File: src/include/iealp_params.svh
// Constants for the interrupt enable and low-power control block.
`ifndef IEALP_PARAMS_SVH
`define IEALP_PARAMS_SVH
`define IEALP_ADDR_IE      8'h00
`define IEALP_ADDR_T2CTL   8'h01
`define IEALP_ADDR_PCTL    8'h02
`define IEALP_ADDR_STATUS  8'h03
`define IEALP_IE_RESET     8'h00
`define IEALP_IE_MASK      8'hBF
`define IEALP_BIT_GLOBAL   7
`define IEALP_BIT_T2F      7
`define IEALP_BIT_T2EXF    6
`define IEALP_BIT_EXEN2    3
`define IEALP_BIT_BAUD     4
`define IEALP_PCTL_IDLE    0
`define IEALP_PCTL_PDOWN   1
`define IEALP_PHASES       12
`define IEALP_WAKE_CYCLES  2
`endif

File: src/include/iealp_pkg.sv
// Types for the interrupt enable and low-power control block.
package iealp_pkg;
    typedef enum logic [1:0] {
        IEALP_RUN,
        IEALP_IDLE,
        IEALP_PDOWN
    } iealp_mode_type;
endpackage
File: src/hdl/iealp_top.sv
// Interrupt enable, request gating and low-power mode control.
`timescale 1ns/1ps
`include "iealp_params.svh"
module iealp_top #(
    parameter int PHASES = `IEALP_PHASES
) (
    input  wire logic       i_clk_sys,          // System clock, 200 MHz.
    input  wire logic       i_resetn,           // Synchronous reset, active low.
    input  wire logic [7:0] i_addr,             // Register address.
    input  wire logic [7:0] i_wdata,            // Register write data.
    input  wire logic       i_wr,               // Write strobe.
    input  wire logic       i_rd,               // Read strobe.
    output logic      [7:0] o_rdata,            // Read data, one cycle after the strobe.
    input  wire logic       i_ext_irq_pin_a,    // External interrupt pin A, active low.
    input  wire logic       i_ext_irq_pin_b,    // External interrupt pin B, active low.
    input  wire logic       i_timer2_trigger_pin, // Timer 2 trigger pin.
    input  wire logic       i_timer0_ovf,       // Timer 0 overflow pulse.
    input  wire logic       i_timer1_ovf,       // Timer 1 overflow pulse.
    input  wire logic       i_timer2_ovf,       // Timer 2 rollover pulse.
    input  wire logic       i_serial_irq,       // Serial port request level.
    input  wire logic       i_irq_ack,          // Core acknowledges the request.
    input  wire logic       i_hw_reset_req,     // Hardware reset request pin level.
    output logic      [5:0] o_irq_req,          // Gated requests to the core.
    output logic            o_cpu_run,          // CPU clock enable.
    output logic            o_osc_run,          // Oscillator enable.
    output logic            o_int_clk,          // Internal clock, oscillator divided by two.
    output logic            o_ram_wr_block,     // Blocks internal RAM writes.
    output logic            o_addr_strobe,      // Address latch strobe pin.
    output logic            o_program_store_strobe, // Program store strobe pin.
    output logic            o_port0_oe,         // Port 0 drive enable.
    output logic            o_port2_addr_sel    // Port 2 drives address when high.
);
    // The phase counter is eight bits wide and needs at least two phases.
    if (PHASES < 2 || PHASES > 255)
    begin : g_phase_check
        $error("PHASES out of range");
    end

    // Registers.
    logic [7:0] interrupt_enable_reg_q;          // Enable register.
    logic       timer2_overflow_flag_q;          // Timer 2 overflow flag.
    logic       timer2_external_event_flag_q;    // Timer 2 event flag.
    logic       exen_q;                          // External trigger enable.
    logic       baud_mode_q;                     // Timer 2 in baud rate mode.
    logic       ext_mem_q;                       // External program memory in use.
    logic       timer0_overflow_flag_q;          // Timer 0 flag.
    logic       timer1_overflow_flag_q;          // Timer 1 flag.
    logic       t0_poll_q;                       // Timer 0 flag as polled.
    logic       t1_poll_q;                       // Timer 1 flag as polled.
    iealp_pkg::iealp_mode_type mode_q;           // Low-power mode.
    logic [7:0] phase_q;                         // Machine cycle phase counter.
    logic [1:0] wake_q;                          // Cycles run after reset exits idle.
    logic       div_q;                           // Divide-by-two flip-flop.
    // Synchronisers: stage one feeds only stage two.
    logic [3:0] sync1_q;
    logic [3:0] sync2_q;
    logic       trig_prev_q;                     // Previous synchronised trigger level.
    logic       rst_prev_q;                      // Previous synchronised reset request.

    // Pins cross two flip-flops before use.
    always_ff @(posedge i_clk_sys)
    begin
        if (!i_resetn)
        begin
            sync1_q <= 4'h7; // Idle pin levels, so no false edge follows reset.
            sync2_q <= 4'h7; // Idle pin levels, so no false edge follows reset.
        end
        else
        begin
            sync1_q <= {i_hw_reset_req, i_timer2_trigger_pin, i_ext_irq_pin_b, i_ext_irq_pin_a};
            sync2_q <= sync1_q;
        end
    end

    // Decoded strobes.
    logic wr_ie;
    logic wr_t2;
    logic wr_pc;
    assign wr_ie = i_wr && (i_addr == `IEALP_ADDR_IE);
    assign wr_t2 = i_wr && (i_addr == `IEALP_ADDR_T2CTL);
    assign wr_pc = i_wr && (i_addr == `IEALP_ADDR_PCTL);

    // Machine cycle boundary; flag polling is aligned to it.
    logic cycle_end;
    assign cycle_end = (phase_q == 8'(PHASES - 1));

    // The internal clock is a toggle, so the source duty cycle never matters.
    always_ff @(posedge i_clk_sys)
    begin
        if (!i_resetn)
            div_q <= 1'b0;
        else if (mode_q != iealp_pkg::IEALP_PDOWN)
            div_q <= ~div_q;
    end

    // Phase counter runs in idle too, so the interrupt system keeps working.
    always_ff @(posedge i_clk_sys)
    begin
        if (!i_resetn)
            phase_q <= 8'h00;
        else if (mode_q == iealp_pkg::IEALP_PDOWN)
            phase_q <= phase_q;
        else if (cycle_end)
            phase_q <= 8'h00;
        else
            phase_q <= phase_q + 8'h01;
    end

    // Enable register; reserved bit 6 is not stored, which protects against stray writes.
    always_ff @(posedge i_clk_sys)
    begin
        if (!i_resetn)
            interrupt_enable_reg_q <= `IEALP_IE_RESET;
        else if (wr_ie)
            interrupt_enable_reg_q <= i_wdata & `IEALP_IE_MASK;
    end

    // Timer 2 configuration bits.
    always_ff @(posedge i_clk_sys)
    begin
        if (!i_resetn)
        begin
            exen_q      <= 1'b0;
            baud_mode_q <= 1'b0;
        end
        else if (wr_t2)
        begin
            exen_q      <= i_wdata[`IEALP_BIT_EXEN2];
            baud_mode_q <= i_wdata[`IEALP_BIT_BAUD];
        end
    end

    // Timer 2 flags; hardware set wins over a software clear in the same cycle.
    logic trig_fall;
    assign trig_fall = trig_prev_q && !sync2_q[2];
    always_ff @(posedge i_clk_sys)
    begin
        if (!i_resetn)
        begin
            timer2_overflow_flag_q       <= 1'b0;
            timer2_external_event_flag_q <= 1'b0;
            trig_prev_q                  <= 1'b1;
        end
        else
        begin
            trig_prev_q <= sync2_q[2];
            // Baud rate rollovers never touch the overflow flag.
            if (i_timer2_ovf && !baud_mode_q)
                timer2_overflow_flag_q <= 1'b1;
            else if (wr_t2)
                timer2_overflow_flag_q <= i_wdata[`IEALP_BIT_T2F];
            if (exen_q && trig_fall)
                timer2_external_event_flag_q <= 1'b1;
            else if (wr_t2)
                timer2_external_event_flag_q <= i_wdata[`IEALP_BIT_T2EXF];
        end
    end

    // Timer 0/1 flags are set now and only polled at the next cycle boundary.
    always_ff @(posedge i_clk_sys)
    begin
        if (!i_resetn)
        begin
            timer0_overflow_flag_q <= 1'b0;
            timer1_overflow_flag_q <= 1'b0;
            t0_poll_q              <= 1'b0;
            t1_poll_q              <= 1'b0;
        end
        else
        begin
            // The core clears these on acknowledge; a new overflow wins.
            if (i_timer0_ovf)
                timer0_overflow_flag_q <= 1'b1;
            else if (i_irq_ack && o_irq_req[1])
                timer0_overflow_flag_q <= 1'b0;
            if (i_timer1_ovf)
                timer1_overflow_flag_q <= 1'b1;
            else if (i_irq_ack && o_irq_req[3])
                timer1_overflow_flag_q <= 1'b0;
            if (cycle_end)
            begin
                // An acknowledge on the boundary must not poll the flag it is clearing.
                t0_poll_q <= timer0_overflow_flag_q && !(i_irq_ack && o_irq_req[1]);
                t1_poll_q <= timer1_overflow_flag_q && !(i_irq_ack && o_irq_req[3]);
            end
            else
            begin
                if (i_irq_ack && o_irq_req[1])
                    t0_poll_q <= 1'b0;
                if (i_irq_ack && o_irq_req[3])
                    t1_poll_q <= 1'b0;
            end
        end
    end

    // Raw requests in enable bit order; pending flags stay set while masked.
    logic [5:0] raw_req;
    logic [5:0] gated_req;
    assign raw_req = {timer2_overflow_flag_q | timer2_external_event_flag_q,
                      i_serial_irq, t1_poll_q, ~sync2_q[1], t0_poll_q, ~sync2_q[0]};
    assign gated_req = interrupt_enable_reg_q[`IEALP_BIT_GLOBAL]
                       ? (raw_req & interrupt_enable_reg_q[5:0]) : 6'h00;

    always_ff @(posedge i_clk_sys)
    begin
        if (!i_resetn)
            o_irq_req <= 6'h00;
        else
            o_irq_req <= gated_req;
    end

    // Mode control; pins go to their idle or power-down levels.
    always_ff @(posedge i_clk_sys)
    begin
        if (!i_resetn)
        begin
            mode_q    <= iealp_pkg::IEALP_RUN;
            ext_mem_q <= 1'b0;
            rst_prev_q <= 1'b0;
            wake_q    <= 2'h0;
        end
        else
        begin
            rst_prev_q <= sync2_q[3];
            if (wr_pc)
                ext_mem_q <= i_wdata[2];
            case (mode_q)
                iealp_pkg::IEALP_RUN:
                begin
                    if (wake_q != 2'h0 && cycle_end)
                        wake_q <= wake_q - 2'h1;
                    if (wr_pc && i_wdata[`IEALP_PCTL_PDOWN])
                        mode_q <= iealp_pkg::IEALP_PDOWN;
                    else if (wr_pc && i_wdata[`IEALP_PCTL_IDLE])
                        mode_q <= iealp_pkg::IEALP_IDLE;
                end
                iealp_pkg::IEALP_IDLE:
                begin
                    if (gated_req != 6'h00)
                        mode_q <= iealp_pkg::IEALP_RUN;
                    else if (sync2_q[3] && !rst_prev_q)
                    begin
                        mode_q <= iealp_pkg::IEALP_RUN;
                        wake_q <= 2'(`IEALP_WAKE_CYCLES);
                    end
                end
                iealp_pkg::IEALP_PDOWN:
                begin
                    mode_q <= iealp_pkg::IEALP_PDOWN;
                end
                default:
                    mode_q <= iealp_pkg::IEALP_RUN;
            endcase
        end
    end

    // Registered outputs that follow the mode.
    always_ff @(posedge i_clk_sys)
    begin
        if (!i_resetn)
        begin
            o_cpu_run              <= 1'b1;
            o_osc_run              <= 1'b1;
            o_int_clk              <= 1'b0;
            o_ram_wr_block         <= 1'b0;
            o_addr_strobe          <= 1'b0;
            o_program_store_strobe <= 1'b0;
            o_port0_oe             <= 1'b1;
            o_port2_addr_sel       <= 1'b0;
        end
        else
        begin
            o_cpu_run      <= (mode_q == iealp_pkg::IEALP_RUN);
            o_osc_run      <= (mode_q != iealp_pkg::IEALP_PDOWN);
            o_int_clk      <= div_q;
            o_ram_wr_block <= (wake_q != 2'h0);
            case (mode_q)
                iealp_pkg::IEALP_IDLE:
                begin
                    o_addr_strobe          <= 1'b1;
                    o_program_store_strobe <= 1'b1;
                    o_port0_oe             <= !ext_mem_q;
                    o_port2_addr_sel       <= ext_mem_q;
                end
                iealp_pkg::IEALP_PDOWN:
                begin
                    o_addr_strobe          <= 1'b0;
                    o_program_store_strobe <= 1'b0;
                    o_port0_oe             <= !ext_mem_q;
                    o_port2_addr_sel       <= 1'b0;
                end
                default:
                begin
                    o_addr_strobe          <= div_q;
                    o_program_store_strobe <= 1'b1;
                    o_port0_oe             <= 1'b1;
                    o_port2_addr_sel       <= ext_mem_q;
                end
            endcase
        end
    end

    // Read data, valid only in the cycle after the read strobe.
    always_ff @(posedge i_clk_sys)
    begin
        if (!i_resetn)
            o_rdata <= 8'h00;
        else if (!i_rd)
            o_rdata <= 8'h00;
        else if (i_addr == `IEALP_ADDR_IE)
            o_rdata <= interrupt_enable_reg_q;
        else if (i_addr == `IEALP_ADDR_T2CTL)
            o_rdata <= {timer2_overflow_flag_q, timer2_external_event_flag_q, 2'b00,
                        exen_q, baud_mode_q ? 1'b1 : 1'b0, 2'b00} & 8'hD8 | {3'b000, baud_mode_q, 4'h0};
        else if (i_addr == `IEALP_ADDR_PCTL)
            o_rdata <= {5'h00, ext_mem_q, 2'b00};
        else if (i_addr == `IEALP_ADDR_STATUS)
            o_rdata <= {mode_q, raw_req};
        else
            o_rdata <= 8'h00;
    end
endmodule

File: config.mk
export PLATFORM = sky130hd
export DESIGN_NAME = iealp_top
export DESIGN_NICKNAME = d
export VERILOG_FILES = /design/src/include/iealp_pkg.sv /design/src/hdl/iealp_top.sv
export VERILOG_INCLUDE_DIRS = /design/src /design/src/include
export SDC_FILE = /design/constraint.sdc
export NUM_CORES = 1
export LEC_CHECK = 0
export ABC_AREA = 1
export BUFFER_PORTS_ARGS = -buffer_cell sky130_fd_sc_hd__buf_2
export CAP_MARGIN = 20
export CORE_MARGIN = 10
export CORE_UTILIZATION = 40
export CTS_CLUSTER_DIAMETER = 60
export DETAILED_ROUTE_END_ITERATION = 7
export PLACE_DENSITY = 0.61
export SYNTH_ARGS = -nofsm -noshare
export SYNTH_HDL_FRONTEND = slang
export SYNTH_SLANG_ARGS = --single-unit
File: constraint.sdc
create_clock -name i_clk_sys -period 1.6 [get_ports i_clk_sys]
set_input_delay 0.24 -clock i_clk_sys [delete_from_list [all_inputs] [get_ports i_clk_sys]]
set_output_delay 0.24 -clock i_clk_sys [all_outputs]
set_load 0.05 [all_outputs]
=== Yosys cells after proc, flatten, opt, wreduce, memory -nomap -nowiden ===
Index checks and enable logic that the tools add are counted.

* Add/sub/neg operators: 2
* Equality and inequality tests: 12
* Muxes and demuxes: 27
* Bitwise gates (word level): 8
* Reduce and logical (&&, ||, !) cells: 38

{| class="wikitable"
|+ Operators by type and width
! cell !! count
|-
| $mux 8 || 5
|-
| $eq 8x2->1 const B || 2
|-
| $reduce_bool 2->1 || 8
|-
| $logic_and 1x1->1 || 14
|-
| $mux 2 || 7
|-
| $mux 1 || 11
|-
| $add 8x1->8 const B || 1
|-
| $eq 8x1->1 const B || 1
|-
| $eq 8x4->1 const B || 1
|-
| $logic_not 8->1 || 1
|-
| $ne 2x2->1 const B || 4
|-
| $or 8x5->8 || 1
|-
| $and 6x6->6 || 1
|-
| $logic_not 1->1 || 6
|-
| $mux 6 || 1
|-
| $ne 3x3->1 const B || 2
|-
| $pmux 2 s3 || 1
|-
| $reduce_and 2->1 || 3
|-
| $reduce_bool 6->1 || 1
|-
| $reduce_or 2->1 || 3
|-
| $not 1->1 || 5
|-
| $pmux 2 s2 || 1
|-
| $reduce_and 4->1 || 1
|-
| $eq 2x1->1 const B || 1
|-
| other kinds (5) || 5
|}

* Bits in registers: 61
* Input bits: 29
* Output and inout port bits: 22
* Word-level logic and storage cells: 116

=== Depth between registers and ports, before layout ===
Gate-level depths: netlist of run 1.

* Depth in word-level cells: 6
* Depth in mapped cells: 10
* Depth with buffers taken out: 10

=== Least setup slack after synthesis of run 1 ===
Ideal clock, no wire load.

* Path type: reg-to-reg
* Start point: register mode_q[0]
* End point: register phase_q[6]
* Library setup time: 0.119 ns
* Arrival: 1.423 ns
* Required time: 1.481 ns
* Slack: 0.058 ns
* Cell stages (with the launch flop): 10
* Path buffers: 1
* Period minus slack after synthesis: 1.542 ns
* Cells stage by stage: dfxtp_1 inv_1 ha_1 buf_2 inv_1 nand2_1 nor3_1 nand3_1 o21ai_0 a21oi_1

* Longest elaborated chain between the ends: 1

{| class="wikitable"
|+ Ends and longest elaborated chain
! item !! line !! source
|-
| start, declared || iealp_top.sv:50 || <nowiki>iealp_pkg::iealp_mode_type mode_q;</nowiki>
|-
| start signal, assigned || iealp_top.sv:217 || <nowiki>mode_q <= iealp_pkg::IEALP_RUN;</nowiki>
|-
| start signal, assigned || iealp_top.sv:233 || <nowiki>mode_q <= iealp_pkg::IEALP_PDOWN;</nowiki>
|-
| start signal, assigned || iealp_top.sv:235 || <nowiki>mode_q <= iealp_pkg::IEALP_IDLE;</nowiki>
|-
| $eq 2x2->1 || iealp_top.sv:101 || <nowiki>else if (mode_q == iealp_pkg::IEALP_PDOWN)</nowiki>
|-
| end signal, assigned || iealp_top.sv:102 || <nowiki>phase_q <= phase_q;</nowiki>
|-
| end signal, assigned || iealp_top.sv:106 || <nowiki>phase_q <= phase_q + 8'h01;</nowiki>
|-
| end, declared || iealp_top.sv:51 || <nowiki>logic [7:0] phase_q;</nowiki>
|}

No other way between the ends.
A chain may end at the register's enable or synchronous reset.

=== Worst setup path in the final report of run 1 ===
Same ends and word-level chain as after synthesis.

==> summary.md, run 1 <==
| Metric | Value |
|---|---|
| Status | `complete, no violations` |
| Cts bufs inserted | `9` |
| Global route overflow | `0` |
| Pwr/cell area | `between 1000 and 1500 mW/mm^2` |
| Final GP Congestion | `about 0.82` |
| Synth cell count leaders | `dfxtp_1 (61), nand2_1 (50), nor2_1 (47)` |
| CTS tree | `yes` |
| Multi-input logic area | `990 sq um` |
| Sequential fraction of the synthesis area | `0.512` |
| Post-synth EDFFs | `0` |
| Ports | `a little over 50` |
| Gr usage total | `0.119` |
| Async S/R FF share, synth | `0` |
| Row cnt | `28` |
| Die Area | `0.00946 sq mm` |
| Chip height | `just under 100 um` |
| Combinational share of power | `0.205` |
| # Max-Cap Violations | `0` |
| Final setup fails | `0` |
| Area growth syn-to-layout | `25.3%` |
| Vias | `roughly 2100` |
| Final wirelength | `5.60 mm` |
| Die W | `between 90 and 100 um` |
| Data arrival time of the worst path | `1670 ps` |
| Syn_nets | `341` |
| CTS H-Tree Depth | `3` |
| Synth Instances | `a little over 300` |
| R2r endpoint | `phase_q[6]` |
| Wire length on met3 | `436 um` |
| Critical Path End | `phase_q[6]` |
| Register-to-Register Setup Slack | `150 ps` |
| P_sw | `1180 uW` |
| Clock Path Buffers | `2` |
| Number of global-route vias before repair | `approximately 2000` |
| Initial antenna violation count | `0` |
| Routed wire per std cell | `approximately 12 um` |
| Rel. slew slack | `0.719` |
| Num Clock Sinks | `between 60 and 70` |
| Final Hold Fails | `0` |
| Fin Clk Skew | `approximately 4.3 ps` |
| Post-route ant nets | `0` |
| Sequential Area | `about 0.0012 sq mm` |
| Post-CTS setup repair buffer count | `0` |
| Reg-to-Reg Start | `mode_q[0]` |
| Uppermost layer routed | `met4` |
| Post-Syn Area | `0.00239 sq mm` |
| DPL Wire Length | `between 4 and 5 mm` |
| Port Buffers | `50` |
| Switching portion of total power | `0.296` |
| Iteration-0 DRC Markers | `between 100 and 150` |
| Metal-1 WL | `around 2.7 mm` |
| Final instance area | `between 0.002 and 0.003 sq mm` |
| Drt via density | `4.63` |
| CP Capture Type | `flop` |
| Critical path startpoint | `mode_q[0]` |
| Cell Area, Placed | `between 0.002 and 0.003 sq mm` |
| Largest cells by area after synthesis | `dfxtp_1 (51%), nand2_1 (7.9%), nor2_1 (7.4%)` |
| DRC | `0` |
| Peak VDD IR | `between 600 and 700 uV` |
| Critical Path Source Type | `flop` |
| Clock power share | `0.365` |
| Crit path time final | `around 1400 ps` |
| Syn_area_per_cell | `~8 sq um` |
| Critical Path RT | `approximately 1800 ps` |
| Number of library cell types mapped by synthesis | `27` |
| Share of the synthesized area in the top cell type | `0.512` |
| Root Buffer | `clkbuf_8` |
| Worst reg2reg path depth | `8` |
| Int Power | `approximately 2800 uW` |
| Count leader, synth | `dfxtp_1` |
| Met2 routed wirelength | `2.38 mm` |
| Final period util | `0.903` |
| Hold crit path type | `in -> reg` |
| WHS | `80.2 ps` |
| DRT Pass-1 Iters | `5` |
| Pleak | `~0.0014 uW` |
| Number of synthesized register bits | `between 60 and 70` |
| Top_reg_cell synth | `dfxtp_1` |
| First-pass GRT wire length | `roughly 9.3 mm` |
| Core area | `0.00585 sq mm` |
| Net count, final | `~410` |
| Crit Path Max Fanout | `4` |
| Clock-pin slew on the worst setup and hold paths | `approximately 60 ps` |
| YS warnings | `0` |
| Max Slew Vio Count | `0` |
| Cell taking the most area after synthesis | `dfxtp_1` |
| Starting Density | `0.408` |
| Seq pwr share | `0.430` |
| Layout cell share with drive strength beyond 1 | `0.237` |
| Fillers | `slightly below 600` |
| Worst-Margin Slew | `between 400 and 500 ps` |
| Antenna diode count | `0` |
| WS Path Type | `reg -> reg` |
| Largest net degree at the start of global routing | `25` |
| Achievable clock frequency | `692 MHz` |
| Clock latency on the worst-skew pair | `340 ps` |
## worst min-delay path by stage
stage	start	end	depth (start not counted)
floorplan	i_hw_reset_req	sync1_q[3]	2
global placement	sync1_q[2]	sync2_q[2]	1
detailed placement	ext_mem_q	o_port0_oe	1
CTS	i_ext_irq_pin_a	sync1_q[0]	2
global route	i_ext_irq_pin_a	sync1_q[0]	2
finish	i_hw_reset_req	sync1_q[3]	3
## per-stage QoR
| step | util | setup TNS, ps | total power [uW] | std cells | setup slack [ps] |
|---|---|---|---|---|---|
| 2_1_floorplan | - | 0 | 2290 | 307 | 58.0 |
| 3_3_place_gp | 0.474 | 0 | 2540 | 435 | 122 |
| 3_5_place_dp | 0.474 | 0 | 2550 | 435 | 23.0 |
| 4_1_cts | 0.509 | 0 | 4000 | 451 | 1.55 |
| 5_1_grt | 0.511 | -4.81 | 4200 | 451 | -4.72 |
| 6_report | 0.511 | 0 | 3970 | 451 | 155 |
## critical path, cell delays in order, from the launching register on
cell	delay, ps
dfxtp_1	360
inv_1	90
ha_1	250
inv_1	80
nand2_1	90
nor3_2	160
nand3_1	110
o21ai_0	150
a21oi_1	50
## kinds of logic (layout without fill, tap and decap cells)
family | count (synthesis) | in the layout | share of synthesized area
and+or+nand+nor | 142 | 142 | 0.270
DFF | 61 | 61 | 0.512
buffers and inverters | 49 | 118 | 0.0781
AOI/OAI and AO/OA | 47 | 47 | 0.103
adders and majority gates | 5 | 5 | 0.0262
xor gates and xnor gates | 3 | 3 | 0.0110
## sequential cells by signal (all words and copies together), names as in the netlist, 2 cells and up
name / count
interrupt_enable_reg_q: 7
mode_q: 2
o_irq_req: 6
o_rdata: 8
phase_q: 8
sync1_q: 4
sync2_q: 4
wake_q: 2
## layout make-up
| class | count | share of cell area |
|---|---|---|
| flip-flops and latches | 61 | 0.408 |
| multi-input cells | 197 | 0.331 |
| repair buffers | 59 | 0.106 |
| inverters | 43 | 0.0540 |
| clock buffers | 11 | 0.0439 |
| well taps | 75 | 0.0314 |
| clock inverters | 5 | 0.0251 |
## placed cells by master (no fill, tap or decap), types with 4 or more instances in the layout
master,Yosys,routed
nand2_1,50,50
nor2_1,47,47
nand3_1,20,20
nand4_1,4,4
or2_2,6,6
inv_1,41,41
buf_4,0,9
ha_1,5,5
buf_2,2,50
dfxtp_1,61,61
a21oi_1,20,20
clkbuf_8,0,9
o21ai_0,20,20
nor3_1,7,5
## power groups by stage
stage	Combinational, uW	Clock [uW]	Sequential (uW)
after floorplan	425	0	1870
after global placement	806	0	1740
after detailed placement	810	0	1740
after CTS	815	1470	1710
after global routing	922	1560	1720
final	812	1450	1710
## per-layer routing
| metal | up-vias | GRT usage |
|---|---|---|
| li1 | 1107 | - |
| met1 | 894 | 0.148 |
| met2 | 75 | 0.176 |
| met3 | 12 | 0.0420 |
| met4 | 0 | 0.0649 |
| met5 | - | 0 |
## repair_timing
| action | 4_1_cts | 5_1_grt |
|---|---|---|
| hold buffers | 0 | 0 |
| setup endpoints to repair | 0 | 3 |
| resized for setup | 0 | 2 |
No activity file was read; power rests on OpenSTA's default activity.
==> run 2: changes to the inputs <==
--- a/config.mk
+++ b/config.mk
@@ -9,9 +9,10 @@
 export ABC_AREA = 1
 export BUFFER_PORTS_ARGS = -buffer_cell sky130_fd_sc_hd__buf_2
 export CAP_MARGIN = 20
-export CORE_MARGIN = 10
 export CORE_UTILIZATION = 40
+export CTS_BUF_LIST = sky130_fd_sc_hd__clkbuf_2
 export CTS_CLUSTER_DIAMETER = 60
+export CTS_CLUSTER_SIZE = 12
 export DETAILED_ROUTE_END_ITERATION = 7
 export PLACE_DENSITY = 0.61
 export SYNTH_ARGS = -nofsm -noshare
==> run 2 against run 1 <==
  * Count of clock-buffer cells in the layout increased by 2
  * Power decreased by 18%
  * Wire length decreased by 6.1%
  * Clock power decreased by 50%
==> summary.md, run 2 (synthesis gave the netlist of run 1 again) <==
| Metric | Value |
|---|---|
| DRC | `0 (unchanged)` |
| # Max-Cap Violations | `0 (unchanged)` |
| Num Clock Sinks | `61 (unchanged)` |
| Final wirelength | `5.26 mm (-6.1%)` |
| Rel. slew slack | `0.727 (+0.00750)` |
| Initial antenna violation count | `0 (unchanged)` |
| Gr usage total | `0.184 (+0.0644)` |
| Cell Area, Placed | `0.00276 sq mm (-0.68%)` |
| Die W | `79.3 um (-19%)` |
| Starting Density | `0.423 (+0.0151)` |
| Area growth syn-to-layout | `24.6%` |
| Drt via density | `4.67 (+0.80%)` |
| Largest net degree at the start of global routing | `25 (unchanged)` |
| Data arrival time of the worst path | `1920 ps (+250 ps)` |
| R2r endpoint | `phase_q[7]` |
| Number of global-route vias before repair | `1906 (-5.5%)` |
| Ports | `51 (unchanged)` |
| Net count, final | `416 (+2.7%)` |
| Achievable clock frequency | `669 MHz (-3.2%)` |
| Hold crit path type | `in -> reg` |
| Hold Path Stages | `3 (unchanged)` |
| Critical Path RT | `2030 ps (+200 ps)` |
| Final GP Congestion | `0.802 (-2.2%)` |
| Crit Path Max Fanout | `4 (unchanged)` |
| Global route overflow | `0 (unchanged)` |
| Crit path time final | `1490 ps (+48.3 ps)` |
| CP max stage delay | `380 ps (+20 ps)` |
| Final setup fails | `0 (unchanged)` |
| Final Hold Fails | `0 (unchanged)` |
| Chip height | `79.3 um (-19%)` |
| Die Area | `0.00628 sq mm (-34%)` |
| Worst-Margin Slew | `410 ps (-11.2 ps)` |
| Port Buffers | `50 (unchanged)` |
| Vias | `2142 (+2.6%)` |
| Iteration-0 DRC Markers | `148 (+16%)` |
| Pleak | `0.00141 uW (-0.15%)` |
| Clock-pin slew on the worst setup and hold paths | `160 ps (+100 ps)` |
| Hold Path End | `interrupt_enable_reg_q[1]` |
| Largest registers | `o_rdata (8), phase_q (8), interrupt_enable_reg_q (7)` |
| Reg-to-Reg Start | `mode_q[0]` |
| CP Capture Type | `flop` |
| DPL Wire Length | `3.86 mm (-9.9%)` |
| WHS | `30.0 ps (-50.3 ps)` |
| Cts bufs inserted | `9 (unchanged)` |
| Register-to-Register Setup Slack | `110 ps (-50 ps)` |
| WS Path Type | `reg -> reg` |
| Root Buffer | `clkbuf_2` |
| Critical Path Source Type | `flop` |
| First-pass GRT wire length | `8.60 mm (-7.4%)` |
| Core area | `0.00564 sq mm (-3.6%)` |
| CTS tree | `yes` |
| Setup ws final | `106 ps (-48.3 ps)` |
| Post-route ant nets | `0 (unchanged)` |
| Routed wire per std cell | `11.5 um (-7.7%)` |
| Hold wc startpoint | `i_wdata[1]` |
| Pwr/cell area | `1100 mW/mm^2 (-17%)` |
| Leading cell types in the layout, fill and taps excluded | `dfxtp_1 (61), nand2_1 (50), buf_2 (50)` |
| Setup TNS | `0 ps (unchanged)` |
| Row cnt | `27 (-3.6%)` |
| Final instance area | `0.00298 sq mm (-0.50%)` |
| Status | `complete, no violations` |
| DP Worst Slack | `55.1 ps (+32.1 ps)` |
| Clock latency on the worst-skew pair | `480 ps (+140 ps)` |
| Post-CTS setup repair buffer count | `0 (unchanged)` |
| DRT Pass-1 Iters | `4 (-1)` |
| Layout cell share with drive strength beyond 1 | `0.227 (-0.00931)` |
| CTS H-Tree Depth | `3 (unchanged)` |
| Critical path startpoint | `mode_q[0]` |
| Crit-path slowest cell | `dfxtp_1` |
| Fin Clk Skew | `13.8 ps (+9.52 ps)` |
| Crit-path cells | `inv_1 > ha_1 > nor3_2 > nand4_1 > nor2_1 > nand2_1 > a21oi_1` |
| Antenna diode count | `0 (unchanged)` |
| Clock Path Buffers | `2 (unchanged)` |
| Final period util | `0.934 (+0.0302)` |
| Worst reg2reg path depth | `7 (-1)` |
| Commonest non-fill, non-tap cell in the layout | `dfxtp_1` |
| Peak VDD IR | `613 uV (-10%)` |
| Max Slew Vio Count | `0 (unchanged)` |
[run 2: cell type report]
cell class | count | area [sq um]
clock inverter | 3 | 12.5
sequential | 61 | 1220
fill | 563 | 2670
inverter | 43 | 161
tap | 72 | 90.1
multi-input combinational | 197 | 992
clock buffer | 13 | 65.1
timing repair buffer | 70 | 433
[run 2: critical path: cells and delay by family, from the launching register on]
kind                       cells  cell delay, ps
and+or+nand+nor                4             610
DFF                            1             380
buffers and inverters          1              80
AOI/OAI and AO/OA              1             130
adders and majority gates      1             250
[run 2: per-stage QoR]
stage,std cells,util,power [uW]
after global placement,430,0.488,2530
final,459,0.527,3260
after CTS,458,0.523,3270
after detailed placement,430,0.488,2530
after global routing,459,0.527,3500
after floorplan,307,-,2290
[run 2: how the worst max path moves through the flow]
stage                       endpoint  slack (ps)
after detailed placement  phase_q[7]          60
after CTS                 phase_q[7]          40
after global placement    phase_q[7]         120
after global routing      phase_q[7]          -5
final                     phase_q[7]         110
after floorplan           phase_q[6]          60
[run 2: what timing repair did]
item	in CTS	in global routing
resized for setup	0	3
hold endpoints to repair	12	1
hold buffers	12	1
setup endpoints to repair	0	3
[run 2: power breakdown]
part           switching, uW  total, uW  internal, uW
logic                    533        823           290
clock network            513        732           220
registers               64.2       1710          1640
[run 2: metal layers]
metal	global-route usage	wire length, um	up-vias
li1	-	-	1131
met1	0.244	2630	944
met2	0.272	2210	63
met3	0.0563	367	4
met4	0.0818	63	0
met5	0	0	-
